$ cat config.mk
export PLATFORM = sky130hd
export DESIGN_NAME = fpm_fault_manager
export DESIGN_NICKNAME = d
export VERILOG_FILES = /design/src/shared/fpm_pkg.sv /design/src/hw/fpm_fault_manager.sv
export SDC_FILE = /design/constraint.sdc
export NUM_CORES = 1
export LEC_CHECK = 0
export ABC_AREA = 1
export BUFFER_PORTS_ARGS = -buffer_cell sky130_fd_sc_hd__buf_2
export CORE_MARGIN = 2
export CORE_UTILIZATION = 30
export CTS_BUF_LIST = sky130_fd_sc_hd__clkbuf_8
export CTS_CLUSTER_SIZE = 10
export DETAILED_ROUTE_END_ITERATION = 16
export SETUP_SLACK_MARGIN = 0.3
export SYNTH_ARGS = -nofsm -noshare
export SYNTH_HDL_FRONTEND = slang
export SYNTH_SLANG_ARGS = --single-unit
$ cat constraint.sdc
create_clock -name core_clk -period 4.25 [get_ports core_clk]
set_input_delay 0.85 -clock core_clk [delete_from_list [all_inputs] [get_ports core_clk]]
set_output_delay 0.85 -clock core_clk [all_outputs]
set_load 0.02 [all_outputs]
$ cat src/shared/fpm_pkg.sv
/*
 * fpm_pkg: register map, reset values, timing constants and pin bundle of
 * the fault protection manager.
 * assumes a 200 MHz core clock and a 32-bit Avalon-MM register port.
 */
package fpm_pkg;

	// clock
	localparam int CLK_MHZ = 200;

	// register byte offsets
	localparam logic [3:0] STATUS_OFS  = 4'h0;
	localparam logic [3:0] OCFLAG_OFS  = 4'h4;
	localparam logic [3:0] CONTROL_OFS = 4'h8;

	// status fields
	localparam int ST_FAULT_POS     = 0;
	localparam int ST_SUPPLY_POS    = 1;
	localparam int ST_PUMP_POS      = 2;
	localparam int ST_LOGIC_OK_POS  = 3;
	localparam int ST_OVERCUR_POS   = 4;

	// overcurrent flag fields
	localparam int OCF_LOW_POS  = 0;
	localparam int OCF_HIGH_POS = 4;

	// control fields
	localparam int CT_DITHER_OFF_POS = 0;
	localparam int CT_RETRY_SEL_POS  = 1;
	localparam int CT_DEGLITCH_POS   = 2;
	localparam int CT_CLEAR_POS      = 4;

	// control reset values
	localparam logic       DITHER_OFF_RST   = 1'b1;
	localparam logic       RETRY_SEL_RST    = 1'b0;
	localparam logic [1:0] DEGLITCH_SEL_RST = 2'h0;

	// overcurrent deglitch choices, least times rounded up
	localparam int OC_DEG0_NS = 1000;
	localparam int OC_DEG1_NS = 2000;
	localparam int OC_DEG2_NS = 4000;
	localparam int OC_DEG3_NS = 8000;
	localparam logic [11:0] OC_DEG0_CYC = 12'((OC_DEG0_NS * CLK_MHZ + 999) / 1000);
	localparam logic [11:0] OC_DEG1_CYC = 12'((OC_DEG1_NS * CLK_MHZ + 999) / 1000);
	localparam logic [11:0] OC_DEG2_CYC = 12'((OC_DEG2_NS * CLK_MHZ + 999) / 1000);
	localparam logic [11:0] OC_DEG3_CYC = 12'((OC_DEG3_NS * CLK_MHZ + 999) / 1000);

	// automatic retry wait
	localparam int RETRY_NS  = 4000000;
	localparam int RETRY_CYC = (RETRY_NS / 1000) * CLK_MHZ;

	// dither: 14 equal steps, dwell time per step
	localparam int         DITHER_STEPS   = 14;
	localparam logic [3:0] DITHER_TOP     = 4'(DITHER_STEPS - 1);
	localparam logic [3:0] DITHER_CENTER  = 4'h7;
	localparam int         DITHER_DWELL_NS = 1000;
	localparam logic [11:0] DITHER_DWELL_CYC = 12'((DITHER_DWELL_NS * CLK_MHZ) / 1000);

	// pins from the analog side and straps
	typedef struct packed {
		logic       motor_uv;
		logic       pump_uv;
		logic       logic_uv;
		logic       sleep_reset_pin_n;
		logic       hw_mode;
		logic       enable_high;
		logic [3:0] limit_low;
		logic [3:0] limit_high;
	} fpm_pins_t;

	// synchroniser reset: supply low until proven good, sleep pin idle high
	localparam fpm_pins_t PINS_RST = '{
		motor_uv: 1'b1, pump_uv: 1'b0, logic_uv: 1'b0,
		sleep_reset_pin_n: 1'b1, hw_mode: 1'b0, enable_high: 1'b0,
		limit_low: 4'h0, limit_high: 4'h0};

	typedef enum logic [1:0] {
		OC_IDLE  = 2'b00,
		OC_FAULT = 2'b01,
		OC_WAIT  = 2'b10
	} fpm_oc_state_t;

endpackage : fpm_pkg
$ cat src/hw/fpm_fault_manager.sv
/*
 * fpm_fault_manager: supply, charge pump, logic supply and overcurrent
 * supervision with latched status, fault pin and clock dither control.
 * assumes analog comparator outputs and straps arrive asynchronously and
 * that rst is held while the core supply is below its reset level.
 */
`timescale 1ns/1ps
module fpm_fault_manager
	import fpm_pkg::*;
#(
	parameter int RETRY_CYCLES = RETRY_CYC
) (
	// clock and reset
	input  wire logic        core_clk,
	input  wire logic        rst,
	// analog comparators and straps
	input  wire fpm_pins_t   pins,
	// decay logic, same clock
	input  wire logic        silent_step_active,
	// avalon-mm slave
	input  wire logic [3:0]  avs_address,
	input  wire logic        avs_read,
	input  wire logic        avs_write,
	input  wire logic [31:0] avs_writedata,
	output logic      [31:0] avs_readdata,
	output logic             avs_waitrequest,
	// power stage and pins
	output logic             fault_out_n,
	output logic             bridge_hiz,
	output logic             pump_off,
	output logic             dither_on,
	output logic      [3:0]  dither_step
);

	function automatic logic [11:0] deglitch_cycles(input logic [1:0] sel);
		unique case (sel)
			2'h0: deglitch_cycles = OC_DEG0_CYC;
			2'h1: deglitch_cycles = OC_DEG1_CYC;
			2'h2: deglitch_cycles = OC_DEG2_CYC;
			2'h3: deglitch_cycles = OC_DEG3_CYC;
		endcase
	endfunction : deglitch_cycles

	fpm_pins_t     meta_reg;
	fpm_pins_t     pins_reg;
	logic          sleep_prev_reg;
	logic          motor_seen_ok_reg;
	logic          dither_off_reg;
	logic          retry_sel_reg;
	logic [1:0]    deglitch_sel_reg;
	logic          fault_bit_reg;
	logic          supply_low_bit_reg;
	logic          pump_low_bit_reg;
	logic          logic_power_ok_bit_reg;
	logic          overcurrent_bit_reg;
	logic [3:0]    lowside_overcurrent_flags_reg;
	logic [3:0]    highside_overcurrent_flags_reg;
	logic [11:0]   limit_cnt_reg;
	logic [19:0]   retry_cnt_reg;
	fpm_oc_state_t oc_state_reg;
	logic [11:0]   dwell_cnt_reg;
	logic          dither_up_reg;
	logic [31:0]   readdata_reg;
	logic          waitrequest_reg;
	logic          fault_out_n_reg;
	logic          bridge_hiz_reg;
	logic          pump_off_reg;
	logic          dither_on_reg;
	logic [3:0]    dither_step_reg;

	logic          bus_write;
	logic          clear_faults_cmd;
	logic          sleep_pulse;
	logic          clr_pulse;
	logic          any_limit;
	logic          retry_eff;
	logic          oc_declare;
	logic          oc_off;

	// two flops on every asynchronous pin
	always_ff @(posedge core_clk or posedge rst) begin
		if (rst) begin
			meta_reg <= PINS_RST;
			pins_reg <= PINS_RST;
		end else begin
			meta_reg <= pins;
			pins_reg <= meta_reg;
		end
	end

	always_ff @(posedge core_clk or posedge rst) begin
		if (rst) begin
			sleep_prev_reg <= 1'b1;
		end else begin
			sleep_prev_reg <= pins_reg.sleep_reset_pin_n;
		end
	end

	// a reset pulse on the sleep pin ends on its rising edge
	assign bus_write        = avs_write & ~waitrequest_reg;
	assign clear_faults_cmd = bus_write & (avs_address == CONTROL_OFS)
	                          & avs_writedata[CT_CLEAR_POS];
	assign sleep_pulse      = pins_reg.sleep_reset_pin_n & ~sleep_prev_reg;
	assign clr_pulse        = clear_faults_cmd | sleep_pulse;
	assign any_limit        = |{pins_reg.limit_low, pins_reg.limit_high};
	assign retry_eff        = pins_reg.hw_mode ? pins_reg.enable_high
	                                           : retry_sel_reg;
	assign oc_declare       = (oc_state_reg == OC_IDLE) & any_limit
	                          & (limit_cnt_reg >= deglitch_cycles(deglitch_sel_reg) - 12'h1);
	assign oc_off           = (oc_state_reg != OC_IDLE);

	// bus: one wait state per access; held off through reset
	always_ff @(posedge core_clk or posedge rst) begin
		if (rst) begin
			waitrequest_reg <= 1'b1;
		end else begin
			waitrequest_reg <= ~((avs_read | avs_write) & waitrequest_reg);
		end
	end

	always_ff @(posedge core_clk or posedge rst) begin
		if (rst) begin
			readdata_reg <= 32'h0;
		end else if (avs_read & waitrequest_reg) begin
			unique case (avs_address)
				STATUS_OFS: begin
					readdata_reg <= 32'h0;
					readdata_reg[ST_FAULT_POS]    <= fault_bit_reg;
					readdata_reg[ST_SUPPLY_POS]   <= supply_low_bit_reg;
					readdata_reg[ST_PUMP_POS]     <= pump_low_bit_reg;
					readdata_reg[ST_LOGIC_OK_POS] <= logic_power_ok_bit_reg;
					readdata_reg[ST_OVERCUR_POS]  <= overcurrent_bit_reg;
				end
				OCFLAG_OFS: begin
					readdata_reg <= 32'h0;
					readdata_reg[OCF_LOW_POS +: 4]  <= lowside_overcurrent_flags_reg;
					readdata_reg[OCF_HIGH_POS +: 4] <= highside_overcurrent_flags_reg;
				end
				CONTROL_OFS: begin
					readdata_reg <= 32'h0;
					readdata_reg[CT_DITHER_OFF_POS]  <= dither_off_reg;
					readdata_reg[CT_RETRY_SEL_POS]   <= retry_sel_reg;
					readdata_reg[CT_DEGLITCH_POS +: 2] <= deglitch_sel_reg;
				end
				default: begin
					readdata_reg <= 32'h0;
				end
			endcase
		end
	end

	// control; the clear bit is a strobe and is never stored
	always_ff @(posedge core_clk or posedge rst) begin
		if (rst) begin
			dither_off_reg   <= DITHER_OFF_RST;
			retry_sel_reg    <= RETRY_SEL_RST;
			deglitch_sel_reg <= DEGLITCH_SEL_RST;
		end else if (bus_write & (avs_address == CONTROL_OFS)) begin
			dither_off_reg   <= avs_writedata[CT_DITHER_OFF_POS];
			retry_sel_reg    <= avs_writedata[CT_RETRY_SEL_POS];
			deglitch_sel_reg <= avs_writedata[CT_DEGLITCH_POS +: 2];
		end
	end

	// supply-low only latches after the supply has once been good,
	// so the power-up ramp itself leaves it at zero
	always_ff @(posedge core_clk or posedge rst) begin
		if (rst) begin
			motor_seen_ok_reg <= 1'b0;
		end else if (~pins_reg.motor_uv) begin
			motor_seen_ok_reg <= 1'b1;
		end
	end

	// latched status; a set in the clearing cycle wins
	always_ff @(posedge core_clk or posedge rst) begin
		if (rst) begin
			supply_low_bit_reg     <= 1'b0;
			pump_low_bit_reg       <= 1'b0;
			logic_power_ok_bit_reg <= 1'b0;
		end else begin
			supply_low_bit_reg     <= (pins_reg.motor_uv & motor_seen_ok_reg)
			                          | (supply_low_bit_reg & ~clr_pulse);
			pump_low_bit_reg       <= pins_reg.pump_uv
			                          | (pump_low_bit_reg & ~clr_pulse);
			logic_power_ok_bit_reg <= ~pins_reg.logic_uv
			                          & (logic_power_ok_bit_reg | clr_pulse);
		end
	end

	// summary fault follows live motor and pump supply conditions and the overcurrent shutdown state
	always_ff @(posedge core_clk or posedge rst) begin
		if (rst) begin
			fault_bit_reg <= 1'b0;
		end else begin
			fault_bit_reg <= pins_reg.motor_uv | pins_reg.pump_uv | oc_off
			                 | oc_declare;
		end
	end

	// overcurrent deglitch counter
	always_ff @(posedge core_clk or posedge rst) begin
		if (rst) begin
			limit_cnt_reg <= 12'h0;
		end else if (~any_limit | oc_off) begin
			limit_cnt_reg <= 12'h0;
		end else if (limit_cnt_reg != 12'hfff) begin
			limit_cnt_reg <= limit_cnt_reg + 12'h1;
		end
	end

	always_ff @(posedge core_clk or posedge rst) begin
		if (rst) begin
			overcurrent_bit_reg            <= 1'b0;
			lowside_overcurrent_flags_reg  <= 4'h0;
			highside_overcurrent_flags_reg <= 4'h0;
		end else begin
			overcurrent_bit_reg <= oc_declare | (overcurrent_bit_reg & ~clr_pulse);
			lowside_overcurrent_flags_reg <= ({4{oc_declare}} & pins_reg.limit_low)
				| (lowside_overcurrent_flags_reg & {4{~clr_pulse}});
			highside_overcurrent_flags_reg <= ({4{oc_declare}} & pins_reg.limit_high)
				| (highside_overcurrent_flags_reg & {4{~clr_pulse}});
		end
	end

	// overcurrent shutdown: latched or timed retry
	always_ff @(posedge core_clk or posedge rst) begin
		if (rst) begin
			oc_state_reg  <= OC_IDLE;
			retry_cnt_reg <= 20'h0;
		end else begin
			unique case (oc_state_reg)
				OC_IDLE: begin
					retry_cnt_reg <= 20'h0;
					if (oc_declare) begin
						oc_state_reg <= OC_FAULT;
					end
				end
				OC_FAULT: begin
					retry_cnt_reg <= 20'h0;
					if (~any_limit & clr_pulse) begin
						oc_state_reg <= OC_IDLE;
					end else if (~any_limit & retry_eff) begin
						oc_state_reg <= OC_WAIT;
					end
				end
				OC_WAIT: begin
					if (any_limit | ~retry_eff) begin
						oc_state_reg <= OC_FAULT;
					end else if (clr_pulse |
					             (retry_cnt_reg >= 20'(RETRY_CYCLES - 1))) begin
						oc_state_reg <= OC_IDLE;
					end else begin
						retry_cnt_reg <= retry_cnt_reg + 20'h1;
					end
				end
				default: begin
					oc_state_reg <= OC_IDLE;
				end
			endcase
		end
	end

	// power stage and fault pin; logic supply loss is silent on the pin
	always_ff @(posedge core_clk or posedge rst) begin
		if (rst) begin
			fault_out_n_reg <= 1'b1;
			bridge_hiz_reg  <= 1'b1;
			pump_off_reg    <= 1'b1;
		end else begin
			fault_out_n_reg <= ~(pins_reg.motor_uv | pins_reg.pump_uv | oc_off
			                     | oc_declare);
			bridge_hiz_reg  <= pins_reg.motor_uv | pins_reg.pump_uv
			                   | pins_reg.logic_uv | oc_off
			                   | oc_declare;
			pump_off_reg    <= pins_reg.motor_uv | pins_reg.logic_uv;
		end
	end

	// dither enable
	always_ff @(posedge core_clk or posedge rst) begin
		if (rst) begin
			dither_on_reg <= 1'b0;
		end else begin
			dither_on_reg <= ~dither_off_reg & ~silent_step_active
			                 & ~pins_reg.hw_mode;
		end
	end

	// triangle walk of the clock step; parks at center when off
	always_ff @(posedge core_clk or posedge rst) begin
		if (rst) begin
			dwell_cnt_reg   <= 12'h0;
			dither_up_reg   <= 1'b1;
			dither_step_reg <= DITHER_CENTER;
		end else if (~dither_on_reg) begin
			dwell_cnt_reg   <= 12'h0;
			dither_up_reg   <= 1'b1;
			dither_step_reg <= DITHER_CENTER;
		end else if (dwell_cnt_reg < DITHER_DWELL_CYC - 12'h1) begin
			dwell_cnt_reg <= dwell_cnt_reg + 12'h1;
		end else begin
			dwell_cnt_reg <= 12'h0;
			if (dither_up_reg) begin
				if (dither_step_reg == DITHER_TOP) begin
					dither_up_reg   <= 1'b0;
					dither_step_reg <= dither_step_reg - 4'h1;
				end else begin
					dither_step_reg <= dither_step_reg + 4'h1;
				end
			end else begin
				if (dither_step_reg == 4'h0) begin
					dither_up_reg   <= 1'b1;
					dither_step_reg <= 4'h1;
				end else begin
					dither_step_reg <= dither_step_reg - 4'h1;
				end
			end
		end
	end

	assign avs_readdata    = readdata_reg;
	assign avs_waitrequest = waitrequest_reg;
	assign fault_out_n     = fault_out_n_reg;
	assign bridge_hiz      = bridge_hiz_reg;
	assign pump_off        = pump_off_reg;
	assign dither_on       = dither_on_reg;
	assign dither_step     = dither_step_reg;
endmodule : fpm_fault_manager

; ---- After elaboration in Yosys (flattened, before gate mapping)
; Index checks and enable logic that the tools add are counted.
[classes]
n_addsub = 6
n_reduce_logical = 11
mux = 26
n_lt_le_gt_ge = 3
n_bitwise = 50
eq_ne = 15
[op_table]
columns = operator, n
row1 = 12-bit two-way mux, 4
row2 = 12-bit one-hot mux with 4 select lines, 1
row3 = 20-bit two-way mux, 2
row4 = 20-bit one-hot mux with 2 select lines, 1
row5 = "12-bit by 1-bit adder with 12-bit output, second input constant", 2
row6 = 8-bit one-hot mux with 3 select lines, 1
row7 = "20-bit by 1-bit adder with 20-bit output, second input constant", 1
row8 = "20-bit greater-or-equal comparator, second input constant", 1
row9 = 4-bit two-way mux, 5
row10 = 1-bit bitwise AND, 17
row11 = 4-bit bitwise AND, 4
row12 = 1-bit bitwise OR, 16
row13 = 12-bit greater-or-equal comparator, 1
row14 = "12-bit by 8-bit less-than comparator with 1-bit output, second input constant", 1
row15 = "12-bit inequality test, second input constant", 1
row16 = "12-bit by 1-bit subtractor with 12-bit output, second input constant", 1
row17 = 1-bit inverter, 11
row18 = 2-bit two-way mux, 5
row19 = "4-bit == test, second input constant", 2
row20 = 4-bit zero test, 2
row21 = "2-bit inequality test, second input constant", 4
row22 = 4-bit bitwise OR, 2
row23 = 8-bit OR reduction, 1
row24 = "2-bit == test, second input constant", 3
row25 = 11 further kinds, 22
[totals]
reg_bits = 135
wordCells = 151
inputBits = 55

; ---- Depth between registers and ports, before layout
; Gate-level depths: netlist (run 1).
[logic_depth]
ltp_word = 9
mapped_depth = 14
ltp_nobuf = 14

; ---- Worst setup path before layout (run 1)
; Ideal clock, no wire load.
[synth_path]
path_type = input to register
from = input port avs_address[0]
to = register retry_cnt_reg[11]
stages = 11
arrival_time_ns = 1.829
setup_ns = 0.120
required_time_ns = 4.130
path_slack_ns = 2.301
cell_sequence = inv_1 nand2_1 nor2_4 nand3_4 nand2_4 nor2_2 nand2_4 nand2_8 buf_12 nand2_2 o21ai_2
[synth_via]
elab_chain_cells = 7
[synth_lines]
columns = element, line_no
row1 = "start, declared", fpm_fault_manager.sv:21  ; input wire logic [3:0] avs_address,
row2 = 4-bit == test, fpm_fault_manager.sv:101  ; assign clear_faults_cmd = bus_write & (avs_address == CONTROL_OFS)
row3 = 1-bit bitwise AND, fpm_fault_manager.sv:101
row4 = 1-bit bitwise AND, fpm_fault_manager.sv:102  ; & avs_writedata[CT_CLEAR_POS];
row5 = 1-bit bitwise OR, fpm_fault_manager.sv:104  ; assign clr_pulse = clear_faults_cmd | sleep_pulse;
row6 = 1-bit bitwise OR, fpm_fault_manager.sv:250  ; end else if (clr_pulse |
row7 = 2-bit inequality test (no line), --
row8 = 3-bit AND reduction (no line), --
row9 = "end signal, assigned", fpm_fault_manager.sv:254  ; retry_cnt_reg <= retry_cnt_reg + 20'h1;
row10 = "end, declared", fpm_fault_manager.sv:59  ; logic [19:0] retry_cnt_reg;
; Every way passes these cells.
; A chain may end at the register's enable or synchronous reset.

; ---- Worst setup path after layout (run 1)
[layout_path]
from = register oc_state_reg[1]
to = register oc_state_reg[1]
[layout_via]
elab_chain_cells = 5
elab_cells_between_ends = 10
classes_between = eq/ne (5) / mux (1) / bitwise (2) / reduce/logical (2)
[layout_lines]
columns = element, line_no
row1 = "start, declared", fpm_fault_manager.sv:60  ; fpm_oc_state_t oc_state_reg;
row2 = "start signal, assigned", fpm_fault_manager.sv:229  ; oc_state_reg <= OC_IDLE;
row3 = "start signal, assigned", fpm_fault_manager.sv:236  ; oc_state_reg <= OC_FAULT;
row4 = "start signal, assigned", fpm_fault_manager.sv:242  ; oc_state_reg <= OC_IDLE;
row5 = 2-bit zero test, "fpm_fault_manager.sv:108, fpm_fault_manager.sv:232"
row6 = 1-bit bitwise AND, fpm_fault_manager.sv:108  ; assign oc_declare = (oc_state_reg == OC_IDLE) & any_limit
row7 = 1-bit bitwise AND, fpm_fault_manager.sv:109  ; & (limit_cnt_reg >= deglitch_cycles(deglitch_sel_reg) - 12'h1);
row8 = 2-bit inequality test (no line), --
row9 = 3-bit AND reduction (no line), --
; Parallel ways exist; a longest one is shown, timed or not.

==> metrics.txt, run 1 <==
RePlAce Congestion 0.830; DRT Pass-1 Iters 4; I/O pin count 96; Reg2Reg Depth 7; number of nets with antenna violations after routing 0; r2r endpoint oc_state_reg[1]$_DFFE_PP0P_; footprint of the multi-input gates about 0.0023 sq mm; hold slack 0.356 ns; status finished, final reports clean; HP Class reg2reg; Ant. Diodes 0; final hold vios 0; total track usage 11.8%; final worst path period need roughly 2.4 ns; Slew HR between 40% and 50%; actual slew at the worst max-slew pin a little over 0.8 ns; Mapped Area 0.00557 sq mm; Tcrit/Tclk final roughly 57%; post-layout net count 772; number of antenna violations at the first check in global routing 0; Crit path required time roughly 4.6 ns; hold path endpoint pins_reg[2]$_DFF_PP0_; P&R area growth vs syn 11.0%; Max Clk Rate a little over 0.4 GHz; crit path launch type register; post-DR vias/cell roughly 4.4; power per standard cell area 364 mW/mm^2; synth unique cells 43; Die ar. 0.0197 sq mm; post-CTS sizing 0; dominant cell type by area after synthesis dfrtp_1; clock sinks 111; Final Skew 0.0161 ns; Total Wirelength 11.1 mm; Post-synth EDFFs 0; first-pass GRT wire length between 15 and 20 mm; hold buffers post-CTS 0; LEAKAGE 2.97 nW; share of layout cells above drive strength 1 about 15%; Setup Buffers After CTS 0; most frequent cell after synthesis nand2_1; flops & latches, synth roughly 110; Initial Util 30.8%; hold-critical path depth 0; largest cells by area after synthesis dfrtp_1, nand2_1, dfstp_2; WL/cell around 12 um; chip height between 100 and 150 um; final core utilization between 30% and 40%; Final Max Slew Viols 0; Synth top cells by count nand2_1, dfrtp_1, inv_1, nor2_1, nand3_1; WP data arrival about 2.7 ns; RSZ-0062 raised after global routing no; detailed-route via count 4106; root buf cell clkbuf_8; gr ovfl total 0; CTS buffer count 9; clock slew at reported path FFs 0.10 ns; DR iter-0 viols approximately 200; WS Path Type reg2reg; CTS Buffer Depth 2; Mean Syn Cell Area 8.58 sq um; Reg area ~0.0028 sq mm; Final Power between 2 and 2.5 mW; Sum Neg Setup Slack 0 ns; final setup fails 0; number of port buffers 44; YS warnings 0; Site Rows a little under 50; crit end category register; fillcell total approximately 1900; peak supply drop roughly 230 uV; Residual DRC 0; number of global-route vias before repair between 3000 and 4000; insertion delay to the later sink of the worst-skew pair just under 0.4 ns; max reg flops 20; Post-synth ARST share 100%; r2r setup slk between 1.5 and 2 ns; CTS tree built; Die X-Extent between 100 and 150 um; min-delay src meta_reg[2]$_DFF_PP0_; maximum fanout along the worst path 17; largest net degree at the start of global routing 60; Reg2Reg Launch Point oc_state_reg[1]$_DFFE_PP0P_; Seq/Total Area, Yosys about 50%; H-tree Lvls 3; Core Region around 0.018 sq mm; Top FF cell, synth dfrtp_1; Synth Instances between 600 and 700; maxcap violations 0; DPL Wire Length ~8 mm; post-synth top area share around 44%
worst max-delay path by stage:
stage / start / end / slack (ns) / depth (start not counted)
floorplan: rst / avs_readdata[0]$_DFFE_PP0P_ / 0.49 / 1
global placement: avs_address[0] / retry_cnt_reg[14]$_DFFE_PP0P_ / 1.82 / 11
detailed placement: avs_address[1] / retry_cnt_reg[14]$_DFFE_PP0P_ / 1.79 / 11
CTS: oc_state_reg[1]$_DFFE_PP0P_ / oc_state_reg[1]$_DFFE_PP0P_ / 1.81 / 7
global route: oc_state_reg[1]$_DFFE_PP0P_ / oc_state_reg[1]$_DFFE_PP0P_ / 1.60 / 7
finish: oc_state_reg[1]$_DFFE_PP0P_ / oc_state_reg[1]$_DFFE_PP0P_ / 1.82 / 7
cell type report:
| type | count | area share, % |
|---|---|---|
| Sequential cell | 111 | 45.2 |
| Multi-Input combinational cell | 449 | 37.5 |
| Inverter | 82 | 5.02 |
| Tap cell | 229 | 4.63 |
| Timing Repair Buffer | 46 | 3.80 |
| Clock buffer | 11 | 2.45 |
| Clock inverter | 5 | 1.40 |
power by group:
part,internal [mW],switching (mW)
clock,0.371,0.369
sequential,1.12,0.0645
combinational,0.0914,0.230
total,1.58,0.663
per-layer routing:
| metal | part of all wire (%) | vias up | track usage, % |
|---|---|---|---|
| met5 | 0 | - | 0 |
| met4 | 2.0 | 0 | 5.10 |
| met3 | 2.8 | 13 | 1.37 |
| met2 | 45 | 74 | 18.6 |
| met1 | 50 | 1895 | 16.6 |
| li1 | - | 2124 | - |
logic make-up after synthesis:
| group | Yosys count | share of synthesized area, % |
|---|---|---|
| adders and majority gates | 18 | 4.04 |
| buffers and inverters | 116 | 10.0 |
| other | 2 | 0.135 |
| muxes | 1 | 0.202 |
| and+or+nand+nor | 306 | 24.7 |
| AOI/OAI and AO/OA | 77 | 7.84 |
| xor gates and xnor gates | 18 | 2.83 |
| DFF | 111 | 50.2 |
critical path, cell delays in order (launching register included):
cell,delay (ns)
dfrtp_1,0.67
nor2_1,0.28
inv_1,0.06
nor2_1,0.63
nand2_1,0.34
nand2_1,0.21
nand2_1,0.06
a21oi_1,0.11
cell usage in the layout, fill, tap and decap left out, types with 2 or more instances in the layout:
master	n
a21oi_1	20
a31oi_1	3
buf_2	44
buf_4	2
bufinv_16	2
clkbuf_8	11
conb_1	29
dfrtp_1	97
dfstp_2	14
ha_1	18
inv_1	77
inv_2	4
inv_6	3
nand2_1	135
nand2_2	6
nand2_4	2
nand3_1	55
nand4_1	6
nor2_1	70
nor2_2	4
nor3_1	15
nor3b_1	4
o211ai_1	2
o21ai_0	38
o21ai_2	8
xor2_1	17
stage by stage:
stage,cells,instance area [sq um],worst slack (ns)
final,933,6180,1.82
after global routing,933,6180,1.60
after CTS,933,6180,1.81
after detailed placement,917,5940,1.79
after global placement,917,5940,1.82
after floorplan,676,5670,0.493
(Power assumes the default switching activity.)
==> run 2: changes to the inputs <==
==> constraint.sdc (replaced) <==
create_clock -name core_clk -period 2.45 [get_ports core_clk]
set_input_delay 0.49 -clock core_clk [delete_from_list [all_inputs] [get_ports core_clk]]
set_output_delay 0.49 -clock core_clk [all_outputs]
set_load 0.02 [all_outputs]
==> run 2 against run 1 <==
Net effect:
- maximum frequency rose by 24%
- die area did not move
- sequential share of layout area fell by 0.22 points
- worst setup slack got worse by 1.3 ns
- core utilization rose by 0.18 points
- cell area rose by 0.53%
- critical path type unchanged
- critical endpoint is now retry_cnt_reg[9]$_DFFE_PP0P_
- largest cell class unchanged
==> metrics.txt, run 2 (synthesis results as in run 1) <==
CTS Buffer Depth 2 (unchanged); DP Cell Count 920 (was 917); max reg flops 20 (unchanged); RePlAce Congestion 0.877 (was 0.830); clock slew at reported path FFs 0.12 ns (was 0.10 ns); number of antenna violations at the first check in global routing 0 (unchanged); Max Clk Rate 0.510 GHz (was 0.412 GHz); HP Class in2reg (was reg2reg); combinational power share 17.0% (was 14.3%); maximum fanout along the worst path 27 (was 17); P&R area growth vs syn 11.6% (was 11.0%); Final Power 3.76 mW (was 2.25 mW); Sw Pwr 1.22 mW (was 0.663 mW); Reg2Reg Launch Point retry_cnt_reg[1]$_DFFE_PP0P_ (was oc_state_reg[1]$_DFFE_PP0P_); Ant. Diodes 0 (unchanged); Crit. Startpoint retry_cnt_reg[1]$_DFFE_PP0P_ (was oc_state_reg[1]$_DFFE_PP0P_); r2r setup slk 0.49 ns (was 1.82 ns); largest net degree at the start of global routing 43 (was 60); Clock Power Share 29.2% (was 32.9%); number of global-route vias before repair 3863 (was 3857); total track usage 12.1% (was 11.8%); first-pass GRT wire length 19.1 mm (was 18.7 mm); RSZ-0062 raised after global routing no (unchanged); WS Path Type reg2reg (unchanged); Final Skew 0.0197 ns (was 0.0161 ns); DPL Wire Length 8.41 mm (was 8.18 mm); crit path launch type register (unchanged); WL/cell 12.0 um (was 11.9 um); I/O pin count 96 (unchanged); CTS tree built (unchanged); DR iter-0 viols 225 (was 201); status finished, final reports clean (unchanged); most common cell after layout, fill and taps aside nand2_1 (unchanged); LEAKAGE 2.98 nW (was 2.97 nW); final hold vios 0 (unchanged); Net Sw Frac 32.6% (was 29.5%); r2r endpoint retry_cnt_reg[9]$_DFFE_PP0P_ (was oc_state_reg[1]$_DFFE_PP0P_); Die ar. 0.0197 sq mm (unchanged); gr ovfl total 0 (unchanged); number of port buffers 44 (unchanged); final worst path period need 1.96 ns (was 2.43 ns); Tcrit/Tclk final 80.0% (was 57.2%); Site Rows 49 (unchanged); Residual DRC 0 (unchanged); clock sinks 111 (unchanged); crit end category register (unchanged); Crit path required time 2.73 ns (was 4.55 ns); insertion delay to the later sink of the worst-skew pair 0.39 ns (about the same); Sum Neg Setup Slack 0 ns (unchanged); Final Max Slew Viols 0 (unchanged); CTS buffer count 9 (unchanged); Setup crit end retry_cnt_reg[9]$_DFFE_PP0P_ (was oc_state_reg[1]$_DFFE_PP0P_); post-DR vias/cell 4.34 (was 4.40); Reg2Reg Depth 10 (was 7); peak supply drop 345 uV (was 230 uV); Die X-Extent 140 um (unchanged); post-layout net count 776 (was 772); Initial Util 30.8% (unchanged); actual slew at the worst max-slew pin 0.622 ns (was 0.811 ns); final setup fails 0 (unchanged); Flop pwr share 53.9% (was 52.8%); Internal 2.54 mW (was 1.58 mW); power per standard cell area 605 mW/mm^2 (was 364 mW/mm^2); chip height 140 um (unchanged); number of nets with antenna violations after routing 0 (unchanged); Core Region 0.0181 sq mm (unchanged); Total Wirelength 11.2 mm (was 11.1 mm); DRT Pass-1 Iters 4 (unchanged); H-tree Lvls 3 (unchanged); detailed-route via count 4070 (was 4106); share of layout cells above drive strength 1 16.4% (was 15.3%); commonest non-fill, non-tap cells in the layout nand2_1, dfrtp_1, inv_1 (unchanged); min-delay src pins[10] (was meta_reg[2]$_DFF_PP0_); WP data arrival 2.24 ns (was 2.73 ns); Slew HR 58.2% (was 45.8%); final cell count without fillers 937 (was 933); root buf cell clkbuf_8 (unchanged); maxcap violations 0 (unchanged); Setup Buffers After CTS 0 (unchanged)
==> run 2: critical path: stages, from the launching register on <==
cell and delay [ns]:
dfrtp_1 0.44, ha_1 0.27, nand2_1 0.11, inv_1 0.10
nand3b_1 0.11, nor2_1 0.18, nor2_2 0.07, nand2_4 0.19
nand2_8 0.18, nand2_1 0.12, o21ai_2 0.05
==> run 2: area by class of cell <==
class	instances	area [sq um]
Clock buffer	9	124
Clock inverter	7	75.1
Fill cell	1883	11900
Inverter	82	312
Multi-Input combinational cell	449	2340
Sequential cell	111	2800
Tap cell	229	287
Timing Repair Buffer	50	280
==> run 2: what timing repair did <==
| action | in CTS | in global routing |
|---|---|---|
| endpoints found under the hold margin | 3 | 0 |
| hold buffers | 1 | 0 |
| endpoints found under the setup margin | 2 | 9 |
| gates resized for setup | 1 | 7 |
==> run 2: how the worst min path moves through the flow <==
stage	endpoint	slack (ns)	cells past startpoint
final	meta_reg[10]$_DFF_PP1_	0.19	1
after detailed placement	pins_reg[9]$_DFF_PP0_	0.33	0
after CTS	meta_reg[10]$_DFF_PP1_	0.16	1
after global placement	pins_reg[6]$_DFF_PP0_	0.33	0
after floorplan	pins_reg[0]$_DFF_PP0_	0.33	0
after global routing	meta_reg[10]$_DFF_PP1_	0.16	1
==> run 2: power by group through the flow <==
stage | clock network [mW] | logic [mW] | registers [mW]
2_1_floorplan | 0 | 0.484 | 2.07
3_3_place_gp | 0 | 0.613 | 2.06
3_5_place_dp | 0 | 0.619 | 2.06
4_1_cts | 1.15 | 0.625 | 2.02
5_1_grt | 1.21 | 0.736 | 2.04
6_report | 1.10 | 0.638 | 2.03
==> run 2: per-layer routing <==
| metal | GRT usage (%) | vias up | wire, um |
|---|---|---|---|
| li1 | - | 2130 | - |
| met1 | 16.9 | 1847 | 5650 |
| met2 | 18.5 | 74 | 4980 |
| met3 | 1.57 | 19 | 280 |
| met4 | 5.85 | 0 | 285 |
| met5 | 0 | - | 0 |
==> run 2: per-stage QoR <==
stage               hold slack [ns]  setup WS, ns  utilization (%)  instance area [sq um]
global route                  0.163         0.307             34.4                   6210
floorplan                     0.331         0.617                -                   5670
detailed placement            0.335         0.293             33.1                   5980
global placement              0.334         0.312             33.1                   5980
CTS                           0.163         0.323             34.2                   6190
finish                        0.190         0.491             34.4                   6210
==> run 3: changes to the inputs <==
--- a/config.mk
+++ b/config.mk
@@ -5,7 +5,7 @@
 export SDC_FILE = /design/constraint.sdc
 export NUM_CORES = 1
 export LEC_CHECK = 0
-export ABC_AREA = 1
+export ABC_AREA = 0
 export BUFFER_PORTS_ARGS = -buffer_cell sky130_fd_sc_hd__buf_2
 export CORE_MARGIN = 2
 export CORE_UTILIZATION = 30
==> constraint.sdc (replaced) <==
create_clock -name core_clk -period 1.94 [get_ports core_clk]
set_input_delay 0.388 -clock core_clk [delete_from_list [all_inputs] [get_ports core_clk]]
set_output_delay 0.388 -clock core_clk [all_outputs]
set_load 0.02 [all_outputs]
==> run 3 against run 2 <==
Net effect:
- first-iteration DRC count shrank 17%
- wire length rose by 3.2%
- non-clock buffer count is 81 higher
- critical path type unchanged
- sequential share of layout area down 5.1 points
- critical endpoint unchanged
- cell area grew 13%
- the run now ends with setup timing left
- combinational power is 5.6% higher
==> metrics.txt, run 3 <==
Mapped Area 0.00523 sq mm (was 0.00557 sq mm); WS Path Type reg2reg (unchanged); Initial Util 30.4% (was 30.8%); number of port buffers 44 (unchanged); largest net degree at the start of global routing 54 (was 43); max reg flops 20 (unchanged); worst slack, placed -0.313 ns (was 0.293 ns); cell mode on critical path or4_4 (was nand2_1); Synth top cells by count dfrtp_1, nand2_1, nor2_1, buf_4, nand3_1 (was nand2_1, dfrtp_1, inv_1, nor2_1, nand3_1); maximum fanout along the worst path 2 (was 27); LEAKAGE 3.01 nW (was 2.98 nW); number of global-route vias before repair 3921 (was 3863); final worst path period need 2.20 ns (was 1.96 ns); final setup fails 31 (was 0); Reg2Reg Depth 7 (was 10); Final Max Slew Viols 0 (unchanged); gr ovfl total 0 (unchanged); P&R area growth vs syn 34.3% (was 11.6%); Total Wirelength 11.6 mm (was 11.2 mm); Die X-Extent 136 um (was 140 um); WL/cell 13.6 um (was 12.0 um); Crit-path slowest cell or4_4 (was dfrtp_1); dominant cell type by area after synthesis dfrtp_1 (unchanged); critical-path cell list or4_4 -> buf_4 -> buf_6 -> nand2_1 -> nand4_1 -> or4_4 -> a21oi_2 (was ha_1 -> nand2_1 -> inv_1 -> nand3b_1 -> nor2_1 -> nor2_2 -> nand2_4 -> nand2_8 -> nand2_1 -> o21ai_2); CTS buffer count 9 (unchanged); commonest non-fill, non-tap cells in the layout dfrtp_1, buf_4, buf_2 (was nand2_1, dfrtp_1, inv_1); Core Region 0.0172 sq mm (was 0.0181 sq mm); chip height 136 um (was 140 um); H-tree Lvls 3 (unchanged); most frequent cell after synthesis dfrtp_1 (was nand2_1); Die ar. 0.0185 sq mm (was 0.0197 sq mm); total track usage 13.1% (was 12.1%); hold buffers post-CTS 0 (was 1); largest cells by area after synthesis dfrtp_1, dfstp_2, ha_1 (was dfrtp_1, nand2_1, dfstp_2); YS warnings 0 (unchanged); actual slew at the worst max-slew pin 0.509 ns (was 0.622 ns); root buf cell clkbuf_8 (unchanged); Tcrit/Tclk final 114% (was 80.0%); crit end category register (unchanged); Mean Syn Cell Area 10.6 sq um (was 8.58 sq um); WP data arrival 2.52 ns (was 2.24 ns); Reg2Reg Launch Point retry_cnt_reg[17]$_DFFE_PP0P_ (was retry_cnt_reg[1]$_DFFE_PP0P_); Synth Instances 494 (was 649); CTS Buffer Depth 2 (unchanged); clock sinks 111 (unchanged); number of antenna violations at the first check in global routing 0 (unchanged); hold slack 0.0196 ns (was 0.190 ns); RePlAce Congestion 0.822 (was 0.877); failing checks setup timing; Seq/Total Area, Yosys 53.5% (was 50.2%); Post-synth ARST share 100% (unchanged); Ant. Diodes 0 (unchanged); Crit path required time 2.26 ns (was 2.73 ns); RSZ-0062 raised after global routing yes (was no); clock slew at reported path FFs 0.10 ns (was 0.12 ns); Final WS setup -0.262 ns (was 0.491 ns); DRT Pass-1 Iters 4 (unchanged); CTS tree built (unchanged); I/O pin count 96 (unchanged); Top FF cell, synth dfrtp_1 (unchanged); share of layout cells above drive strength 1 38.3% (was 16.4%); Site Rows 48 (was 49); Residual DRC 0 (unchanged); power per standard cell area 657 mW/mm^2 (was 605 mW/mm^2); synth unique cells 49 (was 43); peak supply drop 444 uV (was 345 uV); number of nets with antenna violations after routing 0 (unchanged); Max Clk Rate 0.454 GHz (was 0.510 GHz); insertion delay to the later sink of the worst-skew pair 0.40 ns (was 0.39 ns); status finished with violations (was finished, final reports clean); Slew HR 66.0% (was 58.2%); first-pass GRT wire length 19.1 mm (about the same); r2r endpoint retry_cnt_reg[9]$_DFFE_PP0P_ (unchanged); Post-synth EDFFs 0 (unchanged); crit path launch type register (unchanged); final hold vios 0 (unchanged); detailed-route via count 4072 (was 4070); Final Skew 0.0134 ns (was 0.0197 ns); r2r setup slk -0.26 ns (was 0.49 ns); flops & latches, synth 111 (unchanged); DPL Wire Length 7.93 mm (was 8.41 mm); HP Class in2async (was in2reg); post-layout net count 694 (was 776); post-synth top area share 46.4% (was 43.6%); most common cell after layout, fill and taps aside dfrtp_1 (was nand2_1); DR iter-0 viols 186 (was 225); post-DR vias/cell 4.78 (was 4.34); max incr delay on CP 0.57 ns (was 0.44 ns); maxcap violations 0 (unchanged)
[run 3: logic make-up after synthesis]
kind of cell	after synthesis	share of synthesized area, %
muxes	23	4.55
buffers and inverters	58	5.94
AOI/OAI and AO/OA	87	11.7
DFF	111	53.5
xor gates and xnor gates	13	2.18
and+or+nand+nor	182	17.7
adders and majority gates	18	4.31
other	2	0.144
[run 3: area by class of cell]
cell class / count / area, sq um
Clock buffer: 9 / 124
Multi-Input combinational cell: 352 / 2690
Sequential cell: 111 / 2800
Tap cell: 225 / 282
Inverter: 16 / 63.8
Fill cell: 1654 / 10200
Clock inverter: 7 / 82.6
Timing Repair Buffer: 131 / 978
[run 3: power breakdown]
part	leakage [nW]	switching, mW	internal (mW)
sequential	1.41	0.0758	2.41
clock	0.112	0.831	0.618
combinational	1.49	0.367	0.307
[run 3: worst max-delay path, delay by kind of cell, from the launching register on]
family | cells | cell delay [ns]
buffers and inverters | 2 | 0.27
AO/OA/AOI/OAI | 1 | 0.15
flip-flops | 1 | 0.39
AND/OR/NAND/NOR | 4 | 1.33
[run 3: repair_timing]
item                       CTS  global route
resized for setup           48            48
buffers inserted            14            11
cloned                       1             0
pin swaps                   12            23
setup endpoints to repair   63            54
[run 3: worst max-delay path by stage]
stage | from | to | slack [ns]
after floorplan | retry_cnt_reg[17]$_DFFE_PP0P_ | retry_cnt_reg[12]$_DFFE_PP0P_ | -0.21
after global placement | retry_cnt_reg[17]$_DFFE_PP0P_ | retry_cnt_reg[18]$_DFFE_PP0P_ | -0.28
after detailed placement | retry_cnt_reg[17]$_DFFE_PP0P_ | retry_cnt_reg[18]$_DFFE_PP0P_ | -0.31
after CTS | retry_cnt_reg[17]$_DFFE_PP0P_ | retry_cnt_reg[12]$_DFFE_PP0P_ | -0.25
after global routing | retry_cnt_reg[17]$_DFFE_PP0P_ | retry_cnt_reg[2]$_DFFE_PP0P_ | -0.37
final | retry_cnt_reg[17]$_DFFE_PP0P_ | retry_cnt_reg[9]$_DFFE_PP0P_ | -0.26
[run 3: through the flow]
step	power, mW	cell area, sq um	TNS [ns]	instances	util (%)
6_report	4.61	7020	-4.75	851	40.9
3_3_place_gp	3.03	6170	-4.75	809	35.9
3_5_place_dp	3.05	6170	-5.52	809	35.9
5_1_grt	4.86	7020	-8.47	851	40.9
4_1_cts	4.59	6730	-4.01	840	39.2
2_1_floorplan	2.89	5460	-2.36	521	-
[run 3: metal layers]
layer,vias to the layer above,global-route usage (%),wire [um]
met5,-,0,0
met1,2005,16.6,5250
met2,92,21.7,5680
met3,10,3.32,472
met4,0,4.40,162
li1,1965,-,-
